$ cat src/hdl/rrc_cfg.svh
// constants for the reference and regulator control registers
// assumes an 8-bit special-function register address space
`ifndef RRC_CFG_SVH
`define RRC_CFG_SVH

// ----------------------------------------------------------------
// register addresses
// ----------------------------------------------------------------
`define RRC_ADDR_REGULATOR_CONTROL 8'hc7
`define RRC_ADDR_REFERENCE_CONTROL 8'hd1

// ----------------------------------------------------------------
// field positions
// ----------------------------------------------------------------
`define RRC_BIT_REG_REF_OVERRIDE   4
`define RRC_BIT_REFERENCE_SELECT   3
`define RRC_BIT_TEMP_SENSOR_EN     2
`define RRC_BIT_STOP_REG_CONFIG    7
`define RRC_BIT_BYPASS             6
`define RRC_BIT_MEM_POWER_EN       0

// ----------------------------------------------------------------
// reset values and read values
// ----------------------------------------------------------------
`define RRC_RST_REFERENCE_CONTROL  3'h0
`define RRC_RST_REGULATOR_CONTROL  8'h00
`define RRC_READ_UNMAPPED          8'h00

// ----------------------------------------------------------------
// timing
// ----------------------------------------------------------------
`define RRC_SETTLE_CLKS            20

`endif

$ cat src/hdl/rrc_pkg.sv
// types for the reference and regulator control block
// assumes rrc_cfg.svh supplies the numeric constants
package rrc_pkg;

    // converter reference source
    typedef enum logic [1:0] {
        RRC_REF_PIN       = 2'h0,
        RRC_REF_SUPPLY    = 2'h1,
        RRC_REF_REGULATOR = 2'h2
    } rrc_ref_e;

    // program memory power states, gray along gated -> settle -> on
    typedef enum logic [1:0] {
        RRC_MP_GATED  = 2'h0,
        RRC_MP_SETTLE = 2'h1,
        RRC_MP_ON     = 2'h3
    } rrc_mp_e;

endpackage : rrc_pkg

$ cat src/hdl/rrc_top.sv
// reference control and regulator control registers with memory power gating
// assumes a core on mclk issuing one-cycle sfr reads and writes,
// fetch_req and stop_mode on mclk, clk_fast from outside the domain
`timescale 1ns/1ps
`include "rrc_cfg.svh"

// What this block does
// - The reference select bit picks the external reference pin when 0 and the supply when 1.
// - The regulator override bit forces the internal regulator as reference, else the select bit decides.
// - Bit 2 of the reference register turns the temperature sensor on when 1 and off when 0.
// - Unused reference register bits 7..5 and 1..0 read as zero and writes to them are dropped.
// - With the stop config bit clear the regulator stays on in stop and every reset source works.
// - With the stop config bit set the regulator shuts down in stop and only the reset pin or power cycle resets.
// - The bypass bit set turns the regulator off and feeds the core from the supply; clear keeps it on.
// - With memory power control set and the clock slow the program memory is off in cycles with no fetch, else always on.
// - With memory power control on and the clock going fast, memory powers on and exactly 20 clocks are skipped.
module rrc_top (
    input  wire logic       mclk,
    input  wire logic       reset_n,
    input  wire logic [7:0] sfr_addr,
    input  wire logic       sfr_wr,
    input  wire logic [7:0] sfr_wdata,
    input  wire logic       sfr_rd,
    output logic      [7:0] sfr_rdata,
    input  wire logic       stop_mode,
    input  wire logic       fetch_req,
    input  wire logic       clk_fast,
    output logic      [1:0] ref_source,
    output logic            temp_sensor_enable,
    output logic            regulator_on,
    output logic            regulator_shutdown,
    output logic            int_reset_allowed,
    output logic            mem_power_on,
    output logic            fetch_stall
);

    // ----------------------------------------------------------------
    // state
    // ----------------------------------------------------------------
    typedef struct packed {
        logic [2:0]       ref_ctl;
        logic [7:0]       reg_ctl;
        logic [7:0]       rdata;
        logic             fast_s1;
        logic             fast_s2;
        rrc_pkg::rrc_mp_e mp;
        logic [4:0]       settle;
        logic [1:0]       ref_src;
        logic             temp_en;
        logic             reg_on;
        logic             reg_shut;
        logic             rst_ok;
        logic             mem_on;
        logic             stall;
    } rrc_state_s;

    rrc_state_s s_q;
    rrc_state_s s_d;

    localparam logic [4:0] SETTLE_LAST = 5'(`RRC_SETTLE_CLKS - 1);

    wire logic wr_ref = sfr_wr && (sfr_addr == `RRC_ADDR_REFERENCE_CONTROL);
    wire logic wr_reg = sfr_wr && (sfr_addr == `RRC_ADDR_REGULATOR_CONTROL);

    always_comb begin
        logic ovr;
        logic sel;
        logic stop_regulator_config;
        logic memory_power_ctrl_enable;
        ovr    = 1'b0;
        sel    = 1'b0;
        stop_regulator_config = 1'b0;
        memory_power_ctrl_enable   = 1'b0;
        s_d    = s_q;

        // ------------------------------------------------------------
        // register writes
        // ------------------------------------------------------------
        // only three bits stored
        if (wr_ref) begin
            s_d.ref_ctl = sfr_wdata[`RRC_BIT_REG_REF_OVERRIDE:`RRC_BIT_TEMP_SENSOR_EN];
        end
        if (wr_reg) begin
            s_d.reg_ctl = sfr_wdata;
        end

        // ------------------------------------------------------------
        // register reads, data held until the next read
        // ------------------------------------------------------------
        if (sfr_rd) begin
            unique case (sfr_addr)
                `RRC_ADDR_REFERENCE_CONTROL: s_d.rdata = {3'h0, s_q.ref_ctl, 2'h0};
                `RRC_ADDR_REGULATOR_CONTROL: s_d.rdata = s_q.reg_ctl;
                default:                     s_d.rdata = `RRC_READ_UNMAPPED;
            endcase
        end

        // ------------------------------------------------------------
        // reference and regulator controls
        // ------------------------------------------------------------
        ovr    = s_d.ref_ctl[`RRC_BIT_REG_REF_OVERRIDE - `RRC_BIT_TEMP_SENSOR_EN];
        sel    = s_d.ref_ctl[`RRC_BIT_REFERENCE_SELECT - `RRC_BIT_TEMP_SENSOR_EN];
        stop_regulator_config = s_d.reg_ctl[`RRC_BIT_STOP_REG_CONFIG];
        memory_power_ctrl_enable   = s_d.reg_ctl[`RRC_BIT_MEM_POWER_EN];
        if (ovr) begin
            s_d.ref_src = rrc_pkg::RRC_REF_REGULATOR;
        end else if (sel) begin
            s_d.ref_src = rrc_pkg::RRC_REF_SUPPLY;
        end else begin
            s_d.ref_src = rrc_pkg::RRC_REF_PIN;
        end
        s_d.temp_en = s_d.ref_ctl[0];
        s_d.reg_on = !s_d.reg_ctl[`RRC_BIT_BYPASS];
        s_d.reg_shut = stop_mode && stop_regulator_config;
        s_d.rst_ok   = !(stop_mode && stop_regulator_config);

        // ------------------------------------------------------------
        // program memory power
        // ------------------------------------------------------------
        s_d.fast_s1 = clk_fast;
        s_d.fast_s2 = s_q.fast_s1;
        s_d.stall   = 1'b0;
        unique case (s_q.mp)
            rrc_pkg::RRC_MP_ON: begin
                if (memory_power_ctrl_enable && !s_q.fast_s2) begin
                    s_d.mp = rrc_pkg::RRC_MP_GATED;
                end
            end
            rrc_pkg::RRC_MP_GATED: begin
                if (!memory_power_ctrl_enable) begin
                    s_d.mp = rrc_pkg::RRC_MP_ON;
                end else if (s_q.fast_s2) begin
                    s_d.mp     = rrc_pkg::RRC_MP_SETTLE;
                    s_d.settle = SETTLE_LAST;
                    s_d.stall  = 1'b1;
                end
            end
            rrc_pkg::RRC_MP_SETTLE: begin
                if (s_q.settle == 5'h0) begin
                    s_d.mp = rrc_pkg::RRC_MP_ON;
                end else begin
                    s_d.settle = s_q.settle - 5'h1;
                    s_d.stall  = 1'b1;
                end
            end
            default: begin
                s_d.mp = rrc_pkg::RRC_MP_ON;
            end
        endcase
        // gated memory on only for a fetch
        s_d.mem_on = (s_d.mp != rrc_pkg::RRC_MP_GATED) || fetch_req;
    end

    always_ff @(posedge mclk) begin
        if (!reset_n) begin
            s_q          <= '0;
            s_q.ref_ctl  <= `RRC_RST_REFERENCE_CONTROL;
            s_q.reg_ctl  <= `RRC_RST_REGULATOR_CONTROL;
            s_q.rdata    <= `RRC_READ_UNMAPPED;
            s_q.mp       <= rrc_pkg::RRC_MP_ON;
            s_q.ref_src  <= rrc_pkg::RRC_REF_PIN;
            s_q.reg_on   <= 1'b1;
            s_q.rst_ok   <= 1'b1;
            s_q.mem_on   <= 1'b1;
        end else begin
            s_q <= s_d;
        end
    end

    assign sfr_rdata          = s_q.rdata;
    assign ref_source         = s_q.ref_src;
    assign temp_sensor_enable = s_q.temp_en;
    assign regulator_on       = s_q.reg_on;
    assign regulator_shutdown = s_q.reg_shut;
    assign int_reset_allowed  = s_q.rst_ok;
    assign mem_power_on       = s_q.mem_on;
    assign fetch_stall        = s_q.stall;
endmodule : rrc_top

$ cat config.mk
export PLATFORM = sky130hd
export DESIGN_NAME = rrc_top
export DESIGN_NICKNAME = d
export VERILOG_FILES = /design/src/hdl/rrc_pkg.sv /design/src/hdl/rrc_top.sv
export VERILOG_INCLUDE_DIRS = /design/src /design/src/hdl
export SDC_FILE = /design/constraint.sdc
export NUM_CORES = 1
export LEC_CHECK = 0
export ABC_AREA = 1
export BUFFER_PORTS_ARGS = -buffer_cell sky130_fd_sc_hd__buf_4
export CAP_MARGIN = 10
export CELL_PAD_IN_SITES_DETAIL_PLACEMENT = 0
export CELL_PAD_IN_SITES_GLOBAL_PLACEMENT = 1
export CORE_ASPECT_RATIO = 0.5
export CORE_MARGIN = 1
export CORE_UTILIZATION = 40
export CTS_CLUSTER_DIAMETER = 200
export CTS_CLUSTER_SIZE = 25
export DETAILED_ROUTE_END_ITERATION = 10
export PLACE_DENSITY_LB_ADDON = 0.1
export SLEW_MARGIN = 20
export SYNTH_ARGS = -nofsm -noshare
export SYNTH_HDL_FRONTEND = slang
export SYNTH_SLANG_ARGS = --single-unit
$ cat constraint.sdc
create_clock -name mclk -period 2.4 [get_ports mclk]
set_input_delay 0.12 -clock mclk [delete_from_list [all_inputs] [get_ports mclk]]
set_output_delay 0.12 -clock mclk [all_outputs]
set_load 0.02 [all_outputs]
Word-level counts from Yosys, hierarchy flattened --
Index checks and enable logic that the tools add are counted.
Operators by class: equality and inequality tests 7, mux-type cells 17, reductions and logical operators 14, bitwise gates (word level) 1, $add $sub $neg 1
Operator list (count):
- $eq 8x8->1 const B | 2
- $pmux 8 s2 | 1
- $mux 5 | 2
- $pmux 5 s2 | 1
- $mux 2 | 4
- $mux 8 | 1
- $mux 7 | 1
- $ne 2x2->1 const B | 3
- $pmux 2 s3 | 1
- $logic_not 5->1 | 1
- $sub 5x1->5 const B | 1
- $logic_and 1x1->1 | 4
- $mux 1 | 4
- $reduce_and 4->1 | 1
- $reduce_bool 2->1 | 2
- $logic_not 1->1 | 3
- $mux 3 | 1
- $eq 2x1->1 const B | 1
- $eq 2x2->1 const B | 1
- $logic_not 2->1 | 1
- $pmux 1 s2 | 1
- $reduce_or 2->1 | 1
- $logic_or 1x1->1 | 1
- $not 1->1 | 1
Storage, ports and cells: flip-flop bits (word level) 36, output and inout port bits 16, logic and storage cells 56, input bits 23

Logic depth before layout (Yosys ltp) --
Gate-level depths: netlist (run 1).
depth after elaboration 8, gate-level depth with buffers 11, depth with buffers taken out 11

Worst setup path before layout (run 1) --
OpenSTA, ideal clock, no wires.
kind reg2reg, start register s_q[8] (netlist bit), end register s_q[12] (netlist bit), path slack 1245 ps, data required time 2287 ps, clock period less this slack 1155 ps, arrival 1043 ps, cell stages (with the launch flop) 9, library setup time 113 ps, buffers on the path 0, cell sequence dfxtp_1 -> inv_1 -> ha_1 -> nand3_1 -> nand2_1 -> nand2_2 -> nand2_1 -> nand2_1 -> nor2_1
Between the ends: word-level cells in the longest chain between the ends 3, elaborated cells on any way between the ends 6, classes of those cells add/sub (1); eq/ne (1); mux (2); reduce/logical (2)
RTL lines:
- from (decl) | RTL line rrc_top.sv:57 | rrc_state_s s_q;
- $sub 5x1->5 / $logic_not 5->1 (equally long branches) | RTL line rrc_top.sv:142, rrc_top.sv:139
- $mux 5 / $ne 2x2->1 (equally long branches)
- $pmux 5 s2 / $reduce_and 4->1 (equally long branches)
Parallel ways exist; a longest one is shown, timed or not. The select of a mux whose other input is x is not followed. A chain may end at the register's enable or synchronous reset.

Final worst setup path (run 1) --
start register s_q[8] (netlist bit), end register s_q[9] (netlist bit)
The elaborated chain is that of the path after synthesis.

==> out/metrics.csv, run 1 <==
metric;value;unit
leakage power;0.8947;nW
share of the synthesized area in the top cell type;0.4391;
Clock transition at path regs;0.07;ns
clk sinks;34;
worst slew pin tran;0.4167;ns
max-cap viol count;0;
Setup TNS Final;0;ns
Synth area leaders;dfxtp_1, nand2_1, inv_1;
worst-path cell chain;inv_1 > ha_1 > nand3_1 > nand2_1 > nand2_2 > nand2_1 > a21oi_1;
1st-iter DRT viols;23;
first-pass GRT wire length;5092;microns
Post-Route Utilization;0.5368;
Power Density;612.7;mW/mm^2
number of global-route vias before repair;1218;
synthesized instance count;210;
io pins;39;
status;complete, no violations;
RSZ-0062 raised after global routing;false;
Slew headroom;0.7207;
CTS Buf Count;5;
Final ANT Viol Nets;0;
detailed-route via count;1309;
clk_lat worst skew;0.28;ns
initial core utilization;0.4347;
Post-Syn Area per Cell;7.382;sq um
die height;46.02;microns
NumNets Final;266;
pin count of the biggest net entering global routing;22;
CP max stage delay;0.36;ns
EDFF count, synth;0;
Setup Skew;0.005092;ns
Die Width;90.04;microns
CP most frequent cell;nand2_1;
initial antenna violation count;0;
setup bufs post-CTS;0;
drt drc;0;
final setup fails;0;
Tmin final;1.295;ns
grt ovf;0;
post-detail-place hpwl;2216;microns
final max-slew violation count;0;
Worst VDD drop;322.9;uV
Setup Crit Path Kind;flip-flop to flip-flop;
Longest Clk Path Bufs;2;
Root Driver;clkbuf_8;
Synth Cell Area;0.001550;sq mm
CP arrival;1.51;ns
cell taking the most area after synthesis;dfxtp_1;
period utilization;0.5395;
critical path fanouts, max;6;
Critical Path Start Type;flip-flop;
wire length per cell;10.29;microns
Syn-to-layout area delta;23.49;%
Hold Path Class;input pin to flip-flop;
Main synth FF type;dfxtp_1;
Critical Path Sink Type;flip-flop;
CTS H-tree depth;2;
share of the yosys chip area belonging to registers;0.4391;
Async SR Flop Fraction;0;
syn_nets;235;
drt first pass iters;4;
f_max;0.7723;GHz
Hold Buf Count CTS;0;
Yosys cell types;24;
DR vias/cell;4.468;
CORE AREA;0.003566;sq mm
final WL;3015;microns
Yosys reg bits;34;
final hold violations;0;
row cnt;15;
YS warnings;0;
CTS tree;built;
post_cts resized;0;
CP required;2.61;ns
# port buffers;38;
RD Place Congestion;0.8234;
Ant. Diodes;0;
GRT Util Overall;0.1637;
Crit-path slowest cell;dfxtp_1;
fraction of layout cells with a size suffix above 1;0.2438;
die area;0.004144;sq mm
## power by group
group | total (mW) | internal (mW) | switching, mW
combinational | 0.0874 | 0.0415 | 0.0459
sequential | 0.577 | 0.573 | 0.00399
clock | 0.509 | 0.311 | 0.198
total | 1.17 | 0.925 | 0.248
## critical path, delay by kind of cell, from the launching register on
kind,cells,cell delay [ns]
AND/OR/NAND/NOR,4,0.47
adder cells (fa/ha/maj),1,0.19
flip-flops,1,0.36
AO/OA/AOI/OAI,1,0.12
buffers and inverters,1,0.07
## sequential cells by signal, summed over array words and instances, names as in the netlist
name / count
regulator_shutdown: 1
sfr_rdata: 8
regulator_on: 1
fetch_stall: 1
s_d: 1
s_q: 19
mem_power_on: 1
ref_source: 1
int_reset_allowed: 1
## metal layers
metal	wire, microns	vias up	global-route usage
met1	1522	567	0.2008
met3	112	8	0.05500
met4	53	0	0.07742
met2	1327	19	0.2687
li1	-	715	-
met5	0	-	0
## synthesized netlist by cell type (3+ instances only)
| cell | count |
|---|---|
| nand2_1 | 35 |
| dfxtp_1 | 34 |
| inv_1 | 30 |
| nor2_1 | 22 |
| a21oi_1 | 16 |
| o21ai_0 | 16 |
| nand3_1 | 13 |
| buf_4 | 10 |
| inv_2 | 4 |
| nand2_2 | 4 |
| clkbuf_1 | 3 |
| nor3_1 | 3 |
| o211ai_1 | 3 |
## area by class of cell
cell class                 instances  area (sq um)
tap                               51         63.81
inverter                          34         127.6
sequential                        34         680.7
timing repair buffer              38         285.3
clock buffer                       7         76.32
fill                             378          1652
clock inverter                     1         30.03
multi-input combinational        128         650.6
## metrics by stage
stage / hold WS (ns) / worst slack (ns) / instance area [sq um] / std cells / power, mW
after floorplan: 0.1980 / 1.245 / 1550 / 210 / 0.6385
after CTS: 0.003144 / 1.105 / 1914 / 293 / 1.191
after global placement: 0.3006 / 1.126 / 1808 / 285 / 0.6771
final: 0.01633 / 1.105 / 1914 / 293 / 1.173
after detailed placement: 0.3060 / 1.109 / 1808 / 285 / 0.6777
after global routing: 0.003739 / 0.9493 / 1914 / 293 / 1.223
## layout by cell type (no fill, tap or decap), drive strengths merged
cell,n
xnor2,2
nand4,2
a21oi,16
o21ai,16
nor2,24
ha,2
dfxtp,34
buf,38
clkbuf,7
a31o,1
nand3,15
xor2,1
inv,34
o211ai,3
or2,2
nor3,4
nand2,40
bufinv,1
## worst paths after layout
| kind | startpoint | endpoint | slack (ns) | cells after the start |
|---|---|---|---|---|
| max | s_q[8] | s_q[9] | 1.11 | 7 |
| min | stop_mode | int_reset_allowed | 0.02 | 2 |
| max reg2reg | s_q[8] | s_q[9] | 1.11 | 7 |
| min reg2reg | s_d[15] | s_q[15] | 0.42 | 2 |
## logic make-up (layout without fill, tap and decap cells)
kind of cell | count (synthesis) | count (layout) | share of synthesized area
XOR/XNOR | 3 | 3 | 0.01695
AND/OR/NAND/NOR | 87 | 87 | 0.2631
buffers and inverters | 48 | 80 | 0.1412
flip-flops | 34 | 34 | 0.4391
AO/OA/AOI/OAI | 36 | 36 | 0.1235
adder cells (fa/ha/maj) | 2 | 2 | 0.01614
No activity file was read; power rests on OpenSTA's default activity.
==> run 2, diff against run 1 <==
Settings changed: ABC_AREA 1 to 0, CORE_UTILIZATION 40 to 38.
Clock period 2.4 ns to 1.21 ns, I/O delays scaled along.
==> run 2 against run 1 <==
  * Design area grew 14%
  * Worst setup slack lost 1.6 ns
  * Sequential share of layout area shrank 4.3 points
  * Count of clock-buffer cells in the layout shrank 1
  * Register-to-register slack lost 1.5 ns
  * Clock power grew 70%
  * Synthesized cell count shrank 22%
  * Die area grew 0.33%
  * First-iteration DRC count grew 52%
  * The flow now finishes with violations (negative setup slack)
  * Flip-flop and latch count is the same
==> out/metrics.csv, run 2 <==
metric;value;unit;change
Fill cells;325;;-14%
detailed-route via count;1268;;-3.1%
CP arrival;1.83;ns;+0.32 ns
Longest Clk Path Bufs;2;;unchanged
initial core utilization;0.4144;;-0.02035
Synth area leaders;dfxtp_1, mux2i_1, nor2_1;;
1st-iter DRT viols;35;;+52%
worst-path cell chain;buf_6 > or3b_4 > or4b_4 > mux2i_1 > or4_1 > or2_1;;
die area;0.004157;sq mm;+0.33%
io pins;39;;unchanged
Post-Route Utilization;0.6140;;+0.07719
placed insts;266;;-6.7%
clk sinks;34;;unchanged
most frequent cells in the layout;buf_4, dfxtp_1, nor2_1;;
commonest non-fill, non-tap cell in the layout;buf_4;;
Syn-to-layout area delta;48.18;%;
share of the yosys chip area belonging to registers;0.4606;;+0.02156
Ant. Diodes;0;;unchanged
CP max stage delay;0.51;ns;+0.15 ns
leakage power;1.032;nW;+15%
number of flip-flops in the largest register;19;;unchanged
flop2flop setup slack;-0.35;ns;-1.46 ns
CORE AREA;0.003566;sq mm;unchanged
CTS tree;built;;
critical path fanouts, max;2;;-4
pin count of the biggest net entering global routing;23;;+4.5%
post-detail-place hpwl;2388;microns;+7.8%
synth cell count leaders;dfxtp_1, nor2_1, mux2i_1, nand2_1, buf_4;;
fraction of layout cells with a size suffix above 1;0.4087;;+0.1649
final hold violations;0;;unchanged
Final ANT Viol Nets;0;;unchanged
Tmin final;1.655;ns;
number of global-route vias before repair;1257;;+3.2%
Largest Register;s_q;;
CP required;1.38;ns;-1.23 ns
initial antenna violation count;0;;unchanged
Worst Hold Depth;3;;+1
final WL;3351;microns;+11%
CP startpoint;sfr_addr[3];;
CTS H-tree depth;2;;unchanged
row cnt;15;;unchanged
wire length per cell;11.93;microns;+16%
Yosys reg bits;34;;unchanged
f_max;0.6041;GHz;
Worst VDD drop;642.6;uV;+99%
grt ovf;0;;unchanged
Setup Crit Path Kind;input pin to flip-flop;;
Slew headroom;0.7729;;+0.05223
first-pass GRT wire length;5568;microns;+9.3%
share of the synthesized area in the top cell type;0.4606;;+0.02156
hold wc startpoint;sfr_wdata[1];;
Hold Path Class;input pin to flip-flop;;
Die Width;90.19;microns;+0.17%
max-cap viol count;0;;unchanged
RSZ-0062 raised after global routing;true;;
NumNets Final;254;;-4.5%
Clock transition at path regs;0.07;ns;about the same
reg-to-reg startpoint;s_q[13];;
DR vias/cell;4.512;;+1.0%
status;finished, violations left;;
final max-slew violation count;0;;unchanged
final worst setup slack;-0.4453;ns;-1.550 ns
final setup fails;20;;+20
final std cells w/o fill;281;;-4.1%
drt first pass iters;4;;unchanged
clk_lat worst skew;0.28;ns;about the same
EDFF count, synth;0;;unchanged
CTS Buf Count;5;;unchanged
Crit-path slowest cell;or4b_4;;
Critical Path Start Type;input pin;;
cell taking the most area after synthesis;dfxtp_1;;
count leader, synth;dfxtp_1;;
GRT Util Overall;0.1754;;+0.01170
die height;46.10;microns;+0.16%
syn_nets;189;;-20%
worst setup path endpoint;mem_power_on;;
Synth Cell Area;0.001478;sq mm;-4.7%
YS warnings;0;;unchanged
Yosys cell types;35;;+46%
Power Density;971.3;mW/mm^2;+59%
Main synth FF type;dfxtp_1;;
# port buffers;38;;unchanged
drt drc;0;;unchanged
Root Driver;clkbuf_8;;
Critical Path Sink Type;flip-flop;;
synthesized instance count;164;;-22%
worst slew pin tran;0.3399;ns;-0.07681 ns
failing checks;negative setup slack;;
Async SR Flop Fraction;0;;unchanged
period utilization;1.368;;
RD Place Congestion;0.7823;;-5.0%
FF-to-FF End;mem_power_on;;
Setup Skew;0.008632;ns;+0.003540 ns
Worst R2R Path Depth;5;;-2
Post-Syn Area per Cell;9.010;sq um;+22%
-- run 2: worst min-delay path by stage --
stage	end	slack (ns)
after floorplan	int_reset_allowed	0.12
after global placement	int_reset_allowed	0.23
after detailed placement	int_reset_allowed	0.24
after CTS	s_q[26]	0.002
after global routing	s_q[30]	0.01
final	s_q[26]	0.01
-- run 2: metrics by stage --
step           hold slack [ns]  TNS, ns  total power, mW  instance area, sq um  setup slack [ns]
2_1_floorplan           0.1224   -7.110            1.184                  1486           -0.6576
3_3_place_gp            0.2286   -13.14            1.271                  1941           -0.7847
3_5_place_dp            0.2431   -13.33            1.272                  1941           -0.8013
4_1_cts               0.002314   -4.810            2.152                  2150           -0.4349
5_1_grt               0.009751   -6.158            2.203                  2190           -0.4951
6_report               0.01079   -4.966            2.127                  2190           -0.4453
-- run 2: metal layers --
| layer | track usage | wire (microns) | vias to the layer above |
|---|---|---|---|
| met5 | 0 | 0 | - |
| met4 | 0.04839 | 28 | 0 |
| met3 | 0.05446 | 118 | 4 |
| met2 | 0.3145 | 1579 | 21 |
| met1 | 0.2118 | 1625 | 575 |
| li1 | - | - | 668 |
-- run 2: cells by family (layout without fill, tap and decap cells) --
kind of cell               Yosys count  count (layout)  share of synthesized area
buffers and inverters               23              89                    0.08890
muxes                               12              12                    0.08129
DFF                                 34              34                     0.4606
xor gates and xnor gates             2               2                    0.01186
adders and majority gates            2               2                    0.01693
and+or+nand+nor                     70              70                     0.2490
AOI/OAI and AO/OA                   21              21                    0.09145
-- run 2: cell type report --
type	count	area [sq um]	area share
clock buffer	6	82.58	0.03771
clock inverter	2	12.51	0.005714
inverter	9	33.78	0.01543
multi-input combinational	107	723.2	0.3303
sequential	34	684.4	0.3126
tap	51	63.81	0.02914
timing repair buffer	72	589.3	0.2691
-- run 2: power breakdown --
group | total [mW] | internal, mW | leakage (nW) | switching, mW
logic | 0.137 | 0.0797 | 0.710 | 0.0573
registers | 1.12 | 1.12 | 0.275 | 0.00120
clock network | 0.866 | 0.457 | 0.0472 | 0.409
-- run 2: critical path: cells and delay by family --
| family | cells | cell delay (ns) |
|---|---|---|
| AND/OR/NAND/NOR | 4 | 1.52 |
| buffers and inverters | 1 | 0.09 |
| multiplexers | 1 | 0.15 |
-- run 2: repair_timing --
| action | CTS | global route |
|---|---|---|
| hold buffers | 3 | 0 |
| gates resized for setup | 17 | 8 |
| endpoints found under the hold margin | 4 | 0 |
| setup endpoints to repair | 20 | 21 |
| pin swaps | 12 | 6 |
| buffers inserted | 3 | 1 |
==> run 3, diff against run 2 <==
Settings changed: RECOVER_POWER from default to 100.
==> run 3 against run 2 <==
  * The flow still finishes with violations (negative setup slack)
  * Die area unchanged
  * Cell count unchanged
  * Register-to-register slack about the same
  * Power about the same
  * Global-route usage unchanged
  * Design area decreased by 2.7%
  * Worst setup slack about the same
  * Wire length about the same
  * Count of clock-buffer cells in the layout unchanged
  * Fmax about the same
  * Critical endpoint unchanged
==> out/metrics.csv, run 3 (synthesis results as in run 2) <==
metric;value;unit;change
Worst Hold Depth;3;;unchanged
io pins;39;;unchanged
number of flip-flops in the largest register;19;;unchanged
worst-path cell chain;buf_6 > or3b_4 > or4b_4 > mux2i_1 > or4_1 > or2_1;;
final max-slew violation count;0;;unchanged
die area;0.004157;sq mm;unchanged
CP required;1.38;ns;about the same
critical path fanouts, max;2;;unchanged
Clock power frac;0.407;;about the same
Worst R2R Path Depth;5;;unchanged
Fin Hold WS;0.01063;ns;-0.0001629 ns
Fill cells;330;;+1.5%
number of global-route vias before repair;1257;;unchanged
initial antenna violation count;0;;unchanged
initial core utilization;0.4144;;unchanged
pin count of the biggest net entering global routing;23;;unchanged
commonest non-fill, non-tap cell in the layout;buf_4;;
hold wc startpoint;sfr_wdata[1];;
CTS Buf Count;5;;unchanged
Critical Path Sink Type;flip-flop;;
leakage power;0.9669;nW;-6.3%
f_max;0.6042;GHz;about the same
Final ANT Viol Nets;0;;unchanged
CP arrival;1.83;ns;about the same
Setup Skew;0.008601;ns;-0.00003072 ns
drt drc;0;;unchanged
Slew headroom;0.7729;;unchanged
Power Density;998.3;mW/mm^2;+2.8%
Longest Clk Path Bufs;2;;unchanged
final setup fails;20;;unchanged
max-cap viol count;0;;unchanged
Syn-to-layout area delta;44.12;%;
CP max stage delay;0.51;ns;about the same
RD Place Congestion;0.7823;;unchanged
row cnt;15;;unchanged
detailed-route via count;1273;;+0.39%
Sw Ratio;0.2200;;about the same
status;finished, violations left;;
Hold Path Class;input pin to flip-flop;;
Setup TNS Final;-4.966;ns;-0.0005800 ns
clk sinks;34;;unchanged
period utilization;1.368;;about the same
final hold violations;0;;unchanged
Ant. Diodes;0;;unchanged
worst slew pin tran;0.3399;ns;+0.0000005960 ns
CORE AREA;0.003566;sq mm;unchanged
Internal;1.658;mW;about the same
CTS H-tree depth;2;;unchanged
final worst setup slack;-0.4451;ns;+0.0001660 ns
reg-to-reg startpoint;s_q[13];;
Die Width;90.19;microns;unchanged
final WL;3349;microns;about the same
RSZ-0062 raised after global routing;true;;
# port buffers;38;;unchanged
CTS tree;built;;
failing checks;negative setup slack;;
die height;46.10;microns;unchanged
Comb pwr share;0.064;;about the same
switching component of the power;467.6;uW;about the same
post-detail-place hpwl;2388;microns;unchanged
Post-Route Utilization;0.5972;;-0.01684
Worst VDD drop;642.2;uV;about the same
Largest Register;s_q;;
grt ovf;0;;unchanged
Root Driver;clkbuf_8;;
Setup Crit Path Kind;input pin to flip-flop;;
Crit-path slowest cell;or4b_4;;
Critical Path Start Type;input pin;;
drt first pass iters;4;;unchanged
wire length per cell;11.92;microns;about the same
most frequent cells in the layout;buf_4, dfxtp_1, nor2_1;;
NumNets Final;254;;unchanged
Clock transition at path regs;0.07;ns;about the same
1st-iter DRT viols;36;;+2.9%
GRT Util Overall;0.1754;;unchanged
DR vias/cell;4.530;;+0.39%
first-pass GRT wire length;5568;microns;unchanged
CP startpoint;sfr_addr[3];;
sequential power share;0.528;;about the same
Tmin final;1.655;ns;-0.0001660 ns
clk_lat worst skew;0.28;ns;about the same
fraction of layout cells with a size suffix above 1;0.3391;;-0.06957
==> run 3: changes by cell type in the layout (fill, tap and decap cells not counted), sizes merged <==
cell    previous run  this run
clkbuf             6        24
buf               69        51
==> run 3: critical path, delay by kind of cell <==
kind / cells / cell delay (ns)
buf+inv: 1 / 0.09
simple gates: 4 / 1.52
mux: 1 / 0.15
==> run 3: area by class of cell <==
cell class              count  area [sq um]  area share
multi-input cells         107         723.2      0.3396
flip-flops and latches     34         684.4      0.3214
repair buffers             72         529.3      0.2485
clock buffers               6         82.58     0.03878
well taps                  51         63.81     0.02996
inverters                   9         33.78     0.01586
clock inverters             2         12.51    0.005875
==> run 3: per-layer routing <==
metal / global-route usage / routed length (microns)
met1: 0.2118 / 1635
met2: 0.3145 / 1567
met3: 0.05446 / 117
met4: 0.04839 / 28
met5: 0 / 0
==> run 3: repair_timing <==
action,4_1_cts,5_1_grt
resized for setup,17,8
hold endpoints to repair,4,0
setup endpoints to repair,20,21
pin swaps,12,6
hold buffers,3,0
setup buffers,3,1
==> run 3: through the flow <==
| stage | std cells | power (mW) | worst slack (ns) | cell area (sq um) |
|---|---|---|---|---|
| 2_1_floorplan | 164 | 1.184 | -0.6576 | 1486 |
| 4_1_cts | 280 | 2.152 | -0.4349 | 2150 |
| 6_report | 281 | 2.126 | -0.4451 | 2130 |
| 5_1_grt | 281 | 2.202 | -0.4951 | 2130 |
| 3_3_place_gp | 266 | 1.271 | -0.7847 | 1941 |
| 3_5_place_dp | 266 | 1.272 | -0.8013 | 1941 |
==> run 3: worst paths after layout <==
| path | end | slack (ns) |
|---|---|---|
| worst max-delay path | mem_power_on | -0.45 |
| worst min-delay path | s_q[26] | 0.01 |
| worst max register to register | mem_power_on | -0.35 |
| worst min register to register | s_q[15] | 0.43 |
==> run 3: power groups by stage <==
| stage | Clock (mW) | Sequential [mW] | Combinational (mW) |
|---|---|---|---|
| 5_1_grt | 0.931 | 1.12 | 0.149 |
| 3_3_place_gp | 0 | 1.15 | 0.122 |
| 6_report | 0.866 | 1.12 | 0.137 |
| 3_5_place_dp | 0 | 1.15 | 0.123 |
| 2_1_floorplan | 0 | 1.15 | 0.0339 |
| 4_1_cts | 0.895 | 1.12 | 0.134 |
